### src/bmvcd_pkg.sv
package bmvcd_pkg;

	// signature words, first byte read from address 0x00 in the upper half
	localparam logic [15:0] SIG_NORMAL = 16'h534b;
	localparam logic [15:0] SIG_LEGACY = 16'h4d4d;
	// vendor subcommand codes in command block byte 1
	localparam logic [7:0] SUB_CFG = 8'h26;
	localparam logic [7:0] SUB_MFG = 8'h27;
	// data source code selecting the eeprom
	localparam logic [7:0] SRC_EEPROM = 8'h02;
	// largest configuration transfer in bytes
	localparam logic [31:0] MAX_XFER = 32'h0000_00ff;
	// direction flag position in the wrapper flags byte
	localparam int DIR_BIT = 7;
	// data bit of byte 1 that enables the drive data bus
	localparam int DD_OE_BIT = 7;
	// pin load bytes that reach pins
	localparam logic [2:0] PIN_BYTES = 3'h4;
	// cycles the strap synchroniser settles before the probe
	localparam logic [2:0] STRAP_SETTLE = 3'h4;
	// reset values
	localparam logic RST_STRAP = 1'b1;
	localparam logic [7:0] RST_DESIG = 8'h24;

	typedef enum logic [2:0] {
		BOOT_SETTLE = 3'b001,
		BOOT_WAIT = 3'b010,
		BOOT_RUN = 3'b100
	} bmvcd_boot_t;

	typedef enum logic [2:0] {
		MODE_NORMAL = 3'b001,
		MODE_LEGACY = 3'b010,
		MODE_TEST = 3'b100
	} bmvcd_mode_t;

	typedef enum logic [2:0] {
		DSC_EEPROM = 3'b001,
		DSC_FUSE = 3'b010,
		DSC_BUILTIN = 3'b100
	} bmvcd_src_t;

	// one command wrapper: block bytes, transfer length, direction flag
	typedef struct packed {
		logic [127:0] cb;
		logic [31:0] len;
		logic [7:0] flags;
	} bmvcd_cbw_t;

	// result of the eeprom probe
	typedef struct packed {
		logic done;
		logic ack;
		logic [15:0] sig;
		logic [7:0] desig;
	} bmvcd_probe_t;

	typedef struct packed {
		logic [2:0] strap_sync;
		logic strap_level;
		bmvcd_boot_t boot;
		logic [2:0] settle;
		bmvcd_mode_t mode;
		bmvcd_src_t src;
		logic [7:0] designator;
		logic probe_start;
		logic cmd_done;
		logic cmd_fail;
		logic cmd_pass;
		logic ee_start;
		logic ee_write;
		logic [7:0] ee_len;
		logic pin_ovr;
		logic dd_oe;
		logic [31:0] pin_bytes;
		logic loading;
		logic [2:0] load_idx;
		logic [31:0] load_left;
	} bmvcd_state_t;

	localparam bmvcd_state_t RST_STATE = '{
		strap_sync: {3{RST_STRAP}},
		strap_level: RST_STRAP,
		boot: BOOT_SETTLE,
		mode: MODE_NORMAL,
		src: DSC_BUILTIN,
		designator: RST_DESIG,
		default: '0
	};

endpackage : bmvcd_pkg

### src/bmvcd_decoder.sv
// Notes on behaviour
// - probe eeprom, pick pinout, sample strap
// - no eeprom answer: use fused values
// - signature 0x4D4D: legacy pinout and layout
// - signature 0x534B: eeprom descriptors, normal mode
// - unknown signature: manufacturing test mode
// - no eeprom, fuses zero: test, builtin
// - normal mode descriptors from eeprom or fuses
// - test mode: partial drive, vendor commands served
// - strap low at power-up forces test
// - byte 0 must match vendor designator
// - subcommand 0x26 means configuration access
// - configuration transfer at most 255 bytes
// - length from wrapper, direction from flag bit
// - subcommand 0x27, zero tail: pin test
// - pin load enters test, overrides pins
// - only first four load bytes drive pins
// - test mode ends only on reset
// - byte 1 bit 7 enables data bus
// - normal signature 0x53 then companion byte
`timescale 1ns/1ps

module bmvcd_decoder #(
	parameter int FUSE_W = 48
) (
	// clock and reset
	input wire logic core_clk,
	input wire logic rst_b,
	// power-up sources
	input wire logic drive_reset_strap,
	input wire bmvcd_pkg::bmvcd_probe_t probe,
	input wire logic [FUSE_W-1:0] fuse_data,
	// command wrapper from the bulk pipe
	input wire logic cbw_valid,
	input wire bmvcd_pkg::bmvcd_cbw_t cbw,
	// host data stream for a pin load
	input wire logic data_valid,
	input wire logic [7:0] data_byte,
	// mode outputs
	output logic probe_start,
	output bmvcd_pkg::bmvcd_mode_t op_mode,
	output bmvcd_pkg::bmvcd_src_t desc_src,
	// command result
	output logic cmd_done,
	output logic cmd_fail,
	output logic cmd_pass,
	output logic cmd_busy,
	// eeprom transfer request
	output logic ee_start,
	output logic ee_write,
	output logic [7:0] ee_len,
	// manufacturing pin control
	output logic pin_ovr,
	output logic dd_oe,
	output logic [31:0] pin_bytes
);

	generate
		if (FUSE_W < 1) begin : g_bad_fuse
			$error("fuse width must be at least one bit");
		end
	endgenerate

	bmvcd_pkg::bmvcd_state_t st;
	bmvcd_pkg::bmvcd_state_t next_st;
	logic accept;
	logic cfg_ok;
	logic mfg_ok;
	logic is_test;
	logic dir_in;

	// decode helpers for the incoming wrapper
	always_comb begin
		accept = cbw_valid && (st.boot == bmvcd_pkg::BOOT_RUN) && !st.loading;
		is_test = (st.mode == bmvcd_pkg::MODE_TEST);
		dir_in = cbw.flags[bmvcd_pkg::DIR_BIT];
		cfg_ok = (cbw.cb[23:16] == 8'h00)
			&& (cbw.cb[31:24] == bmvcd_pkg::SRC_EEPROM)
			&& (cbw.cb[47:32] == 16'h0000)
			&& (cbw.cb[127:48] == 80'h0)
			&& (cbw.len <= bmvcd_pkg::MAX_XFER);
		mfg_ok = (cbw.cb[127:16] == 112'h0);
	end

	// next state of the whole block
	always_comb begin
		next_st = st;
		next_st.probe_start = 1'b0;
		next_st.cmd_done = 1'b0;
		next_st.cmd_fail = 1'b0;
		next_st.cmd_pass = 1'b0;
		next_st.ee_start = 1'b0;
		// strap synchroniser, level moves when stages two and three agree
		next_st.strap_sync = {st.strap_sync[1:0], drive_reset_strap};
		if (st.strap_sync[1] == st.strap_sync[2]) begin
			next_st.strap_level = st.strap_sync[2];
		end
		case (st.boot)
			bmvcd_pkg::BOOT_SETTLE: begin
				// let the strap settle, then start the probe
				next_st.settle = st.settle + 3'h1;
				if (st.settle == bmvcd_pkg::STRAP_SETTLE - 3'h1) begin
					next_st.probe_start = 1'b1;
					next_st.boot = bmvcd_pkg::BOOT_WAIT;
				end
			end
			bmvcd_pkg::BOOT_WAIT: begin
				if (probe.done) begin
					next_st.boot = bmvcd_pkg::BOOT_RUN;
					if (!probe.ack) begin
						if (fuse_data == '0) begin
							next_st.mode = bmvcd_pkg::MODE_TEST;
							next_st.src = bmvcd_pkg::DSC_BUILTIN;
						end else begin
							next_st.mode = bmvcd_pkg::MODE_NORMAL;
							next_st.src = bmvcd_pkg::DSC_FUSE;
						end
					end else if (probe.sig == bmvcd_pkg::SIG_NORMAL) begin
						next_st.mode = bmvcd_pkg::MODE_NORMAL;
						next_st.src = bmvcd_pkg::DSC_EEPROM;
						next_st.designator = probe.desig;
					end else if (probe.sig == bmvcd_pkg::SIG_LEGACY) begin
						next_st.mode = bmvcd_pkg::MODE_LEGACY;
						next_st.src = bmvcd_pkg::DSC_EEPROM;
					end else begin
						next_st.mode = bmvcd_pkg::MODE_TEST;
						next_st.src = bmvcd_pkg::DSC_BUILTIN;
					end
					// strap low overrides the mode whatever the eeprom says
					if (!st.strap_level) begin
						next_st.mode = bmvcd_pkg::MODE_TEST;
					end
				end
			end
			bmvcd_pkg::BOOT_RUN: begin
				if (st.loading) begin
					// pin load data, only the first bytes reach pins
					if (data_valid) begin
						if (st.load_idx < bmvcd_pkg::PIN_BYTES) begin
							next_st.pin_bytes[{st.load_idx[1:0], 3'h0} +: 8] =
								data_byte;
							next_st.load_idx = st.load_idx + 3'h1;
						end
						if (st.load_idx == 3'h1) begin
							next_st.dd_oe = data_byte[bmvcd_pkg::DD_OE_BIT];
						end
						next_st.load_left = st.load_left - 32'h1;
						if (st.load_left == 32'h1) begin
							next_st.loading = 1'b0;
						end
					end
				end else if (accept) begin
					if (cbw.cb[7:0] != st.designator) begin
						// not a vendor block, hand it on untouched
						next_st.cmd_pass = 1'b1;
					end else begin
						next_st.cmd_done = 1'b1;
						case (cbw.cb[15:8])
							bmvcd_pkg::SUB_CFG: begin
								if (!cfg_ok || !is_test) begin
									next_st.cmd_fail = 1'b1;
								end else begin
									next_st.ee_start = 1'b1;
									next_st.ee_write = !dir_in;
									next_st.ee_len = cbw.len[7:0];
								end
							end
							bmvcd_pkg::SUB_MFG: begin
								if (!mfg_ok) begin
									next_st.cmd_fail = 1'b1;
								end else if (!dir_in) begin
									// pin load takes the pins over
									next_st.mode = bmvcd_pkg::MODE_TEST;
									next_st.pin_ovr = 1'b1;
									next_st.load_idx = 3'h0;
									next_st.load_left = cbw.len;
									next_st.loading = (cbw.len != 32'h0);
								end else if (!is_test) begin
									next_st.cmd_fail = 1'b1;
								end
							end
							default: begin
								next_st.cmd_fail = 1'b1;
							end
						endcase
					end
				end
			end
			default: begin
				next_st.boot = bmvcd_pkg::BOOT_SETTLE;
			end
		endcase
		// once in test mode nothing but reset leaves it
		if (is_test) begin
			next_st.mode = bmvcd_pkg::MODE_TEST;
		end
	end

	// all state in one register
	always_ff @(posedge core_clk or negedge rst_b) begin
		if (!rst_b) begin
			st <= bmvcd_pkg::RST_STATE;
		end else begin
			st <= next_st;
		end
	end

	// outputs straight from the state register
	assign probe_start = st.probe_start;
	assign op_mode = st.mode;
	assign desc_src = st.src;
	assign cmd_done = st.cmd_done;
	assign cmd_fail = st.cmd_fail;
	assign cmd_pass = st.cmd_pass;
	assign cmd_busy = st.loading;
	assign ee_start = st.ee_start;
	assign ee_write = st.ee_write;
	assign ee_len = st.ee_len;
	assign pin_ovr = st.pin_ovr;
	assign dd_oe = st.dd_oe;
	assign pin_bytes = st.pin_bytes;

	// checks
	AST_PROBE_AFTER_SETTLE: assert property (
		@(posedge core_clk) disable iff (!rst_b)
		$rose(st.probe_start) |-> $past(st.boot) == bmvcd_pkg::BOOT_SETTLE
			##1 st.boot == bmvcd_pkg::BOOT_WAIT)
		else $error("probe started outside settle");
	AST_NO_EE_FUSE: assert property (
		@(posedge core_clk) disable iff (!rst_b)
		st.boot == bmvcd_pkg::BOOT_WAIT && probe.done && !probe.ack
			&& fuse_data != '0 |=> st.src == bmvcd_pkg::DSC_FUSE)
		else $error("fused values not chosen");
	AST_SIG_LEGACY: assert property (
		@(posedge core_clk) disable iff (!rst_b)
		st.boot == bmvcd_pkg::BOOT_WAIT && probe.done && probe.ack
			&& probe.sig == bmvcd_pkg::SIG_LEGACY && st.strap_level
			|=> st.mode == bmvcd_pkg::MODE_LEGACY)
		else $error("legacy signature not honoured");
	AST_SIG_NORMAL: assert property (
		@(posedge core_clk) disable iff (!rst_b)
		st.boot == bmvcd_pkg::BOOT_WAIT && probe.done && probe.ack
			&& probe.sig == bmvcd_pkg::SIG_NORMAL && st.strap_level
			|=> st.mode == bmvcd_pkg::MODE_NORMAL
			&& st.src == bmvcd_pkg::DSC_EEPROM)
		else $error("normal signature not honoured");
	AST_BAD_SIG: assert property (
		@(posedge core_clk) disable iff (!rst_b)
		st.boot == bmvcd_pkg::BOOT_WAIT && probe.done && probe.ack
			&& probe.sig != bmvcd_pkg::SIG_NORMAL
			&& probe.sig != bmvcd_pkg::SIG_LEGACY
			|=> st.mode == bmvcd_pkg::MODE_TEST)
		else $error("bad signature did not force test mode");
	AST_BLANK_FUSE: assert property (
		@(posedge core_clk) disable iff (!rst_b)
		st.boot == bmvcd_pkg::BOOT_WAIT && probe.done && !probe.ack
			&& fuse_data == '0 |=> st.mode == bmvcd_pkg::MODE_TEST
			&& st.src == bmvcd_pkg::DSC_BUILTIN)
		else $error("blank fuses not handled");
	AST_STRAP_TEST: assert property (
		@(posedge core_clk) disable iff (!rst_b)
		st.boot == bmvcd_pkg::BOOT_WAIT && probe.done && !st.strap_level
			|=> st.mode == bmvcd_pkg::MODE_TEST)
		else $error("strap low did not force test mode");
	AST_TEST_STICKY: assert property (
		@(posedge core_clk) disable iff (!rst_b)
		st.mode == bmvcd_pkg::MODE_TEST |=> st.mode == bmvcd_pkg::MODE_TEST)
		else $error("test mode left without reset");
	AST_FOREIGN_BLOCK: assert property (
		@(posedge core_clk) disable iff (!rst_b)
		accept && cbw.cb[7:0] != st.designator
			|=> st.cmd_pass && !st.cmd_done && !st.ee_start)
		else $error("foreign block decoded as vendor");
	AST_CFG_LIMIT: assert property (
		@(posedge core_clk) disable iff (!rst_b)
		accept && cbw.cb[7:0] == st.designator
			&& cbw.cb[15:8] == bmvcd_pkg::SUB_CFG
			&& cbw.len > bmvcd_pkg::MAX_XFER |=> st.cmd_fail && !st.ee_start)
		else $error("oversize transfer not failed");
	AST_CFG_DIR: assert property (
		@(posedge core_clk) disable iff (!rst_b)
		st.ee_start |-> st.ee_write == !$past(dir_in)
			&& st.ee_len == $past(cbw.len[7:0]))
		else $error("transfer direction or length wrong");
	AST_RESERVED_FAIL: assert property (
		@(posedge core_clk) disable iff (!rst_b)
		accept && cbw.cb[7:0] == st.designator
			&& cbw.cb[15:8] == bmvcd_pkg::SUB_CFG && !cfg_ok
			|=> st.cmd_fail && st.cmd_done && !st.ee_start)
		else $error("malformed block not failed");
	AST_LOAD_TAKEOVER: assert property (
		@(posedge core_clk) disable iff (!rst_b)
		accept && cbw.cb[7:0] == st.designator
			&& cbw.cb[15:8] == bmvcd_pkg::SUB_MFG && mfg_ok && !dir_in
			|=> st.pin_ovr && st.mode == bmvcd_pkg::MODE_TEST)
		else $error("pin load did not take the pins");
	AST_DD_ENABLE: assert property (
		@(posedge core_clk) disable iff (!rst_b)
		st.loading && data_valid && st.load_idx == 3'h1
			|=> st.dd_oe == $past(data_byte[bmvcd_pkg::DD_OE_BIT]))
		else $error("data bus enable not loaded");
	AST_PIN_FOUR: assert property (
		@(posedge core_clk) disable iff (!rst_b)
		st.loading && st.load_idx == bmvcd_pkg::PIN_BYTES
			|=> $stable(st.pin_bytes))
		else $error("byte beyond four reached the pins");

endmodule : bmvcd_decoder

### config.mk
export PLATFORM = sky130hd
export DESIGN_NAME = bmvcd_decoder
export DESIGN_NICKNAME = d
export VERILOG_FILES = /design/src/bmvcd_pkg.sv /design/src/bmvcd_decoder.sv
export SDC_FILE = /design/constraint.sdc
export NUM_CORES = 1
export LEC_CHECK = 0
export BUFFER_PORTS_ARGS = -buffer_cell sky130_fd_sc_hd__buf_4
export CORE_UTILIZATION = 40
export DETAILED_ROUTE_END_ITERATION = 7
export GPL_TIMING_DRIVEN = 1
export PLACE_DENSITY = 0.79
export SLEW_MARGIN = 20
export SYNTH_ARGS = -nofsm -noshare
export SYNTH_HDL_FRONTEND = slang
export SYNTH_SLANG_ARGS = --single-unit
export TNS_END_PERCENT = 5
### constraint.sdc
create_clock -name core_clk -period 2.8 [get_ports core_clk]
set_clock_uncertainty 0.05 [all_clocks]
set_input_delay 0.56 -clock core_clk [delete_from_list [all_inputs] [get_ports core_clk]]
set_output_delay 0.56 -clock core_clk [all_outputs]
set_load 0.01 [all_outputs]
==> metrics.json <==
{
  "clocking": {
    "clk_transition_reported_paths_ns": 0.08,
    "postCtsHoldBufs": 0,
    "clk-insertion-delay-late_ns": 0.35,
    "cts_tree": "done",
    "clk_root_buffer_cell": "sky130_fd_sc_hd__clkbuf_16",
    "cts.sink_count": 108,
    "clock_tree.htree_level_count": 3,
    "cts_inserted_buffers": 9,
    "cts_setup_buffers": 0,
    "count_of_instances_resized_after_the_clock_tree_is_built": 0,
    "clk_path_buf_depth": 2
  },
  "route": {
    "routed_via_density": 5.63,
    "detail_route.wl_per_cell_um": 18.5,
    "drt_wl_total_mm": 21.1,
    "drt_pass1_iterations": 5,
    "first_iter_violations": 592,
    "dr_total_vias": 6421,
    "drcViolationCount": 0,
    "drtAntennaViolNets": 0
  },
  "power": {
    "power.switching_fraction": 0.275,
    "pwr-share-clk": 0.315,
    "comb_power_share": 0.220,
    "p_per_area_nw_per_um2": 430,
    "internal-power_mw": 2.75,
    "total_power_mw": 3.80,
    "leakage_nw": 4.09,
    "worst_ir_drop_vdd_v": 0.000400,
    "total_switching_power_mw": 1.04,
    "seq_power_share": 0.465
  },
  "placement": {
    "input_output_buffers": 302,
    "globalplace.congestion": 0.911,
    "dpl-instance-area_um2": 8560,
    "place_ws_ns": 0.0525,
    "hpwl_mm": 16.9,
    "placedCellCount": 1122
  },
  "floorplan": {
    "design.die.area_um2": 16100,
    "core.rowCount": 45,
    "die_w_um": 127,
    "floorplan.die.height_um": 127,
    "io-pin-count": 310,
    "coreArea_um2": 15200,
    "floorplan.initialDensity": 0.410
  },
  "finish": {
    "fillers": 1354,
    "final_net_count": 1210,
    "fraction_of_layout_instances_using_a_drive_strength_above_1": 0.414,
    "finish.instance_area_um2": 8840,
    "final_core_util": 0.581,
    "register_area_um2": 2710,
    "final_cell_count_no_fill": 1141,
    "multi_input_area_um2": 2990,
    "layout-area-overhead-vs-synth_pct": 42.0
  },
  "logic_synthesis": {
    "synthDistinctLibCells": 60,
    "mappedNetlistNets": 939,
    "synth-async-reset-ratio": 1.00,
    "post_synth_instance_area_um2": 6230,
    "synth_ff_type": "sky130_fd_sc_hd__dfrtp_1",
    "synth_seq_cells": 108,
    "syn-mean-instance-area_um2": 9.24,
    "yosys_warnings": 0,
    "synthCells": 674,
    "synth_sequential_area_ratio": 0.436,
    "synth_enable_flop_cells": 0
  },
  "setup_path": {
    "worstSetupPathType": "reg2reg",
    "ff2ff_path_depth": 9,
    "startpoint_type": "flop",
    "endpoint_kind": "flop",
    "worst-endpoint-arrival_ns": 2.69,
    "worst-endpoint-required_ns": 2.98,
    "crit_path_max_fanout": 6
  },
  "global_route": {
    "grt_usage": 0.262,
    "wire_length_of_the_first_global_routing_pass_mm": 32.6,
    "grt-ovfl-total": 0,
    "antenna_found_initial": 5,
    "grt_pass1_vias": 6117,
    "grt_max_degree": 39
  },
  "sta": {
    "setup_violations": 0,
    "final_period_minus_worst_setup_slack_ns": 2.50,
    "rsz0062_at_grt": "false",
    "relSlewSlack": 0.600,
    "maxClockFrequency_mhz": 399,
    "final_max_slew_viol_count": 0,
    "layout_setup_ws_ns": 0.296,
    "finalCritPeriodShare": 0.894,
    "post_route_setup_tns_ns": 0,
    "finalHoldWorstSlack_ns": 0.130,
    "slew_of_the_pin_with_the_lowest_slew_margin_ns": 0.599,
    "hold_viol": 0
  },
  "run": {
    "drv_cap": 0
  },
  "outcome": {
    "status": "finished, final reports clean"
  },
  "hold_path": {
    "hold_class": "in2async"
  }
}
[Yosys cell counts (4+ instances only)]
cell type	number	area, um^2
sky130_fd_sc_hd__or4_1	6	45.0
sky130_fd_sc_hd__o31ai_1	5	37.5
sky130_fd_sc_hd__buf_4	49	368
sky130_fd_sc_hd__inv_1	13	48.8
sky130_fd_sc_hd__dfstp_2	9	236
sky130_fd_sc_hd__nand2_1	91	342
sky130_fd_sc_hd__nand4_1	15	93.8
sky130_fd_sc_hd__o2bb2ai_1	25	219
sky130_fd_sc_hd__or3_1	8	50.1
sky130_fd_sc_hd__nor2_1	24	90.1
sky130_fd_sc_hd__o21ai_0	60	300
sky130_fd_sc_hd__xnor2_1	8	70.1
sky130_fd_sc_hd__clkbuf_1	20	75.1
sky130_fd_sc_hd__ha_1	10	125
sky130_fd_sc_hd__o22ai_1	12	75.1
sky130_fd_sc_hd__nor3b_1	5	37.5
sky130_fd_sc_hd__mux2_2	20	225
sky130_fd_sc_hd__nor4_1	63	394
sky130_fd_sc_hd__a221oi_1	6	52.6
sky130_fd_sc_hd__nand3_1	6	30.0
sky130_fd_sc_hd__or2_2	4	25.0
sky130_fd_sc_hd__a21oi_1	30	150
sky130_fd_sc_hd__dfrtp_1	99	2480
sky130_fd_sc_hd__nor3_1	28	140
[layer usage]
| layer | wire length, um | global-route usage |
|---|---|---|
| met1 | 9170 | 0.365 |
| met2 | 9510 | 0.403 |
| met3 | 2140 | 0.0789 |
| met4 | 252 | 0.0595 |
| met5 | 27 | 0 |
[final timing paths]
| path | slack, ns | startpoint | end |
|---|---|---|---|
| max | 0.30 | st[0]$_DFFE_PN0P_ | st[30]$_DFFE_PN0P_ |
| max in group asynchronous | 1.89 | rst_b | async pin |
| min | 0.13 | rst_b | ee_len[3]$_DFFE_PN0P_ |
| min in group core_clk | 0.27 | drive_reset_strap | next_st[106]$_DFF_PN1_ |
| min reg2reg | 0.31 | next_st[106]$_DFF_PN1_ | next_st[107]$_DFF_PN1_ |
| max reg2reg | 0.30 | st[0]$_DFFE_PN0P_ | st[30]$_DFFE_PN0P_ |
[area by class of cell]
type,instances,area share
multi-input combinational,480,0.338
tap,188,0.0266
antenna,3,0.000849
clock inverter,5,0.00425
timing repair buffer,333,0.291
sequential,108,0.307
clock buffer,11,0.0263
inverter,13,0.00552
[cells by family after synthesis]
kind of cell / Yosys count / synth area share
AO/OA/AOI/OAI: 158 / 0.161
XOR/XNOR: 9 / 0.0127
adder cells (fa/ha/maj): 11 / 0.0217
buffers and inverters: 86 / 0.0842
flip-flops: 108 / 0.436
multiplexers: 23 / 0.0410
AND/OR/NAND/NOR: 279 / 0.244
[worst max-delay path, stage by stage (launching register included)]
cell	delay, ns
sky130_fd_sc_hd__dfrtp_1	0.44
sky130_fd_sc_hd__inv_1	0.10
sky130_fd_sc_hd__ha_1	0.22
sky130_fd_sc_hd__or3b_2	0.54
sky130_fd_sc_hd__nor4_1	0.27
sky130_fd_sc_hd__buf_4	0.19
sky130_fd_sc_hd__nand2_1	0.08
sky130_fd_sc_hd__nor4_1	0.24
sky130_fd_sc_hd__o22ai_1	0.11
sky130_fd_sc_hd__o2bb2ai_1	0.15
[power groups by stage]
stage / sequential, mW / clock (mW) / combinational [mW]
global placement: 1.79 / 0 / 0.818
detailed placement: 1.79 / 0 / 0.837
global route: 1.78 / 1.28 / 0.921
floorplan: 1.77 / 0 / 0.384
finish: 1.77 / 1.20 / 0.834
CTS: 1.77 / 1.22 / 0.841
[placed cells by master, fill, tap and decap left out, types with 10 or more instances in the layout]
master	count
sky130_fd_sc_hd__a21oi_1	30
sky130_fd_sc_hd__buf_4	327
sky130_fd_sc_hd__dfrtp_1	99
sky130_fd_sc_hd__ha_1	10
sky130_fd_sc_hd__inv_1	13
sky130_fd_sc_hd__mux2_2	20
sky130_fd_sc_hd__nand2_1	91
sky130_fd_sc_hd__nand4_1	15
sky130_fd_sc_hd__nor2_1	24
sky130_fd_sc_hd__nor3_1	28
sky130_fd_sc_hd__nor4_1	63
sky130_fd_sc_hd__o21ai_0	60
sky130_fd_sc_hd__o22ai_1	12
sky130_fd_sc_hd__o2bb2ai_1	25
No activity file was read; power rests on OpenSTA's default activity.
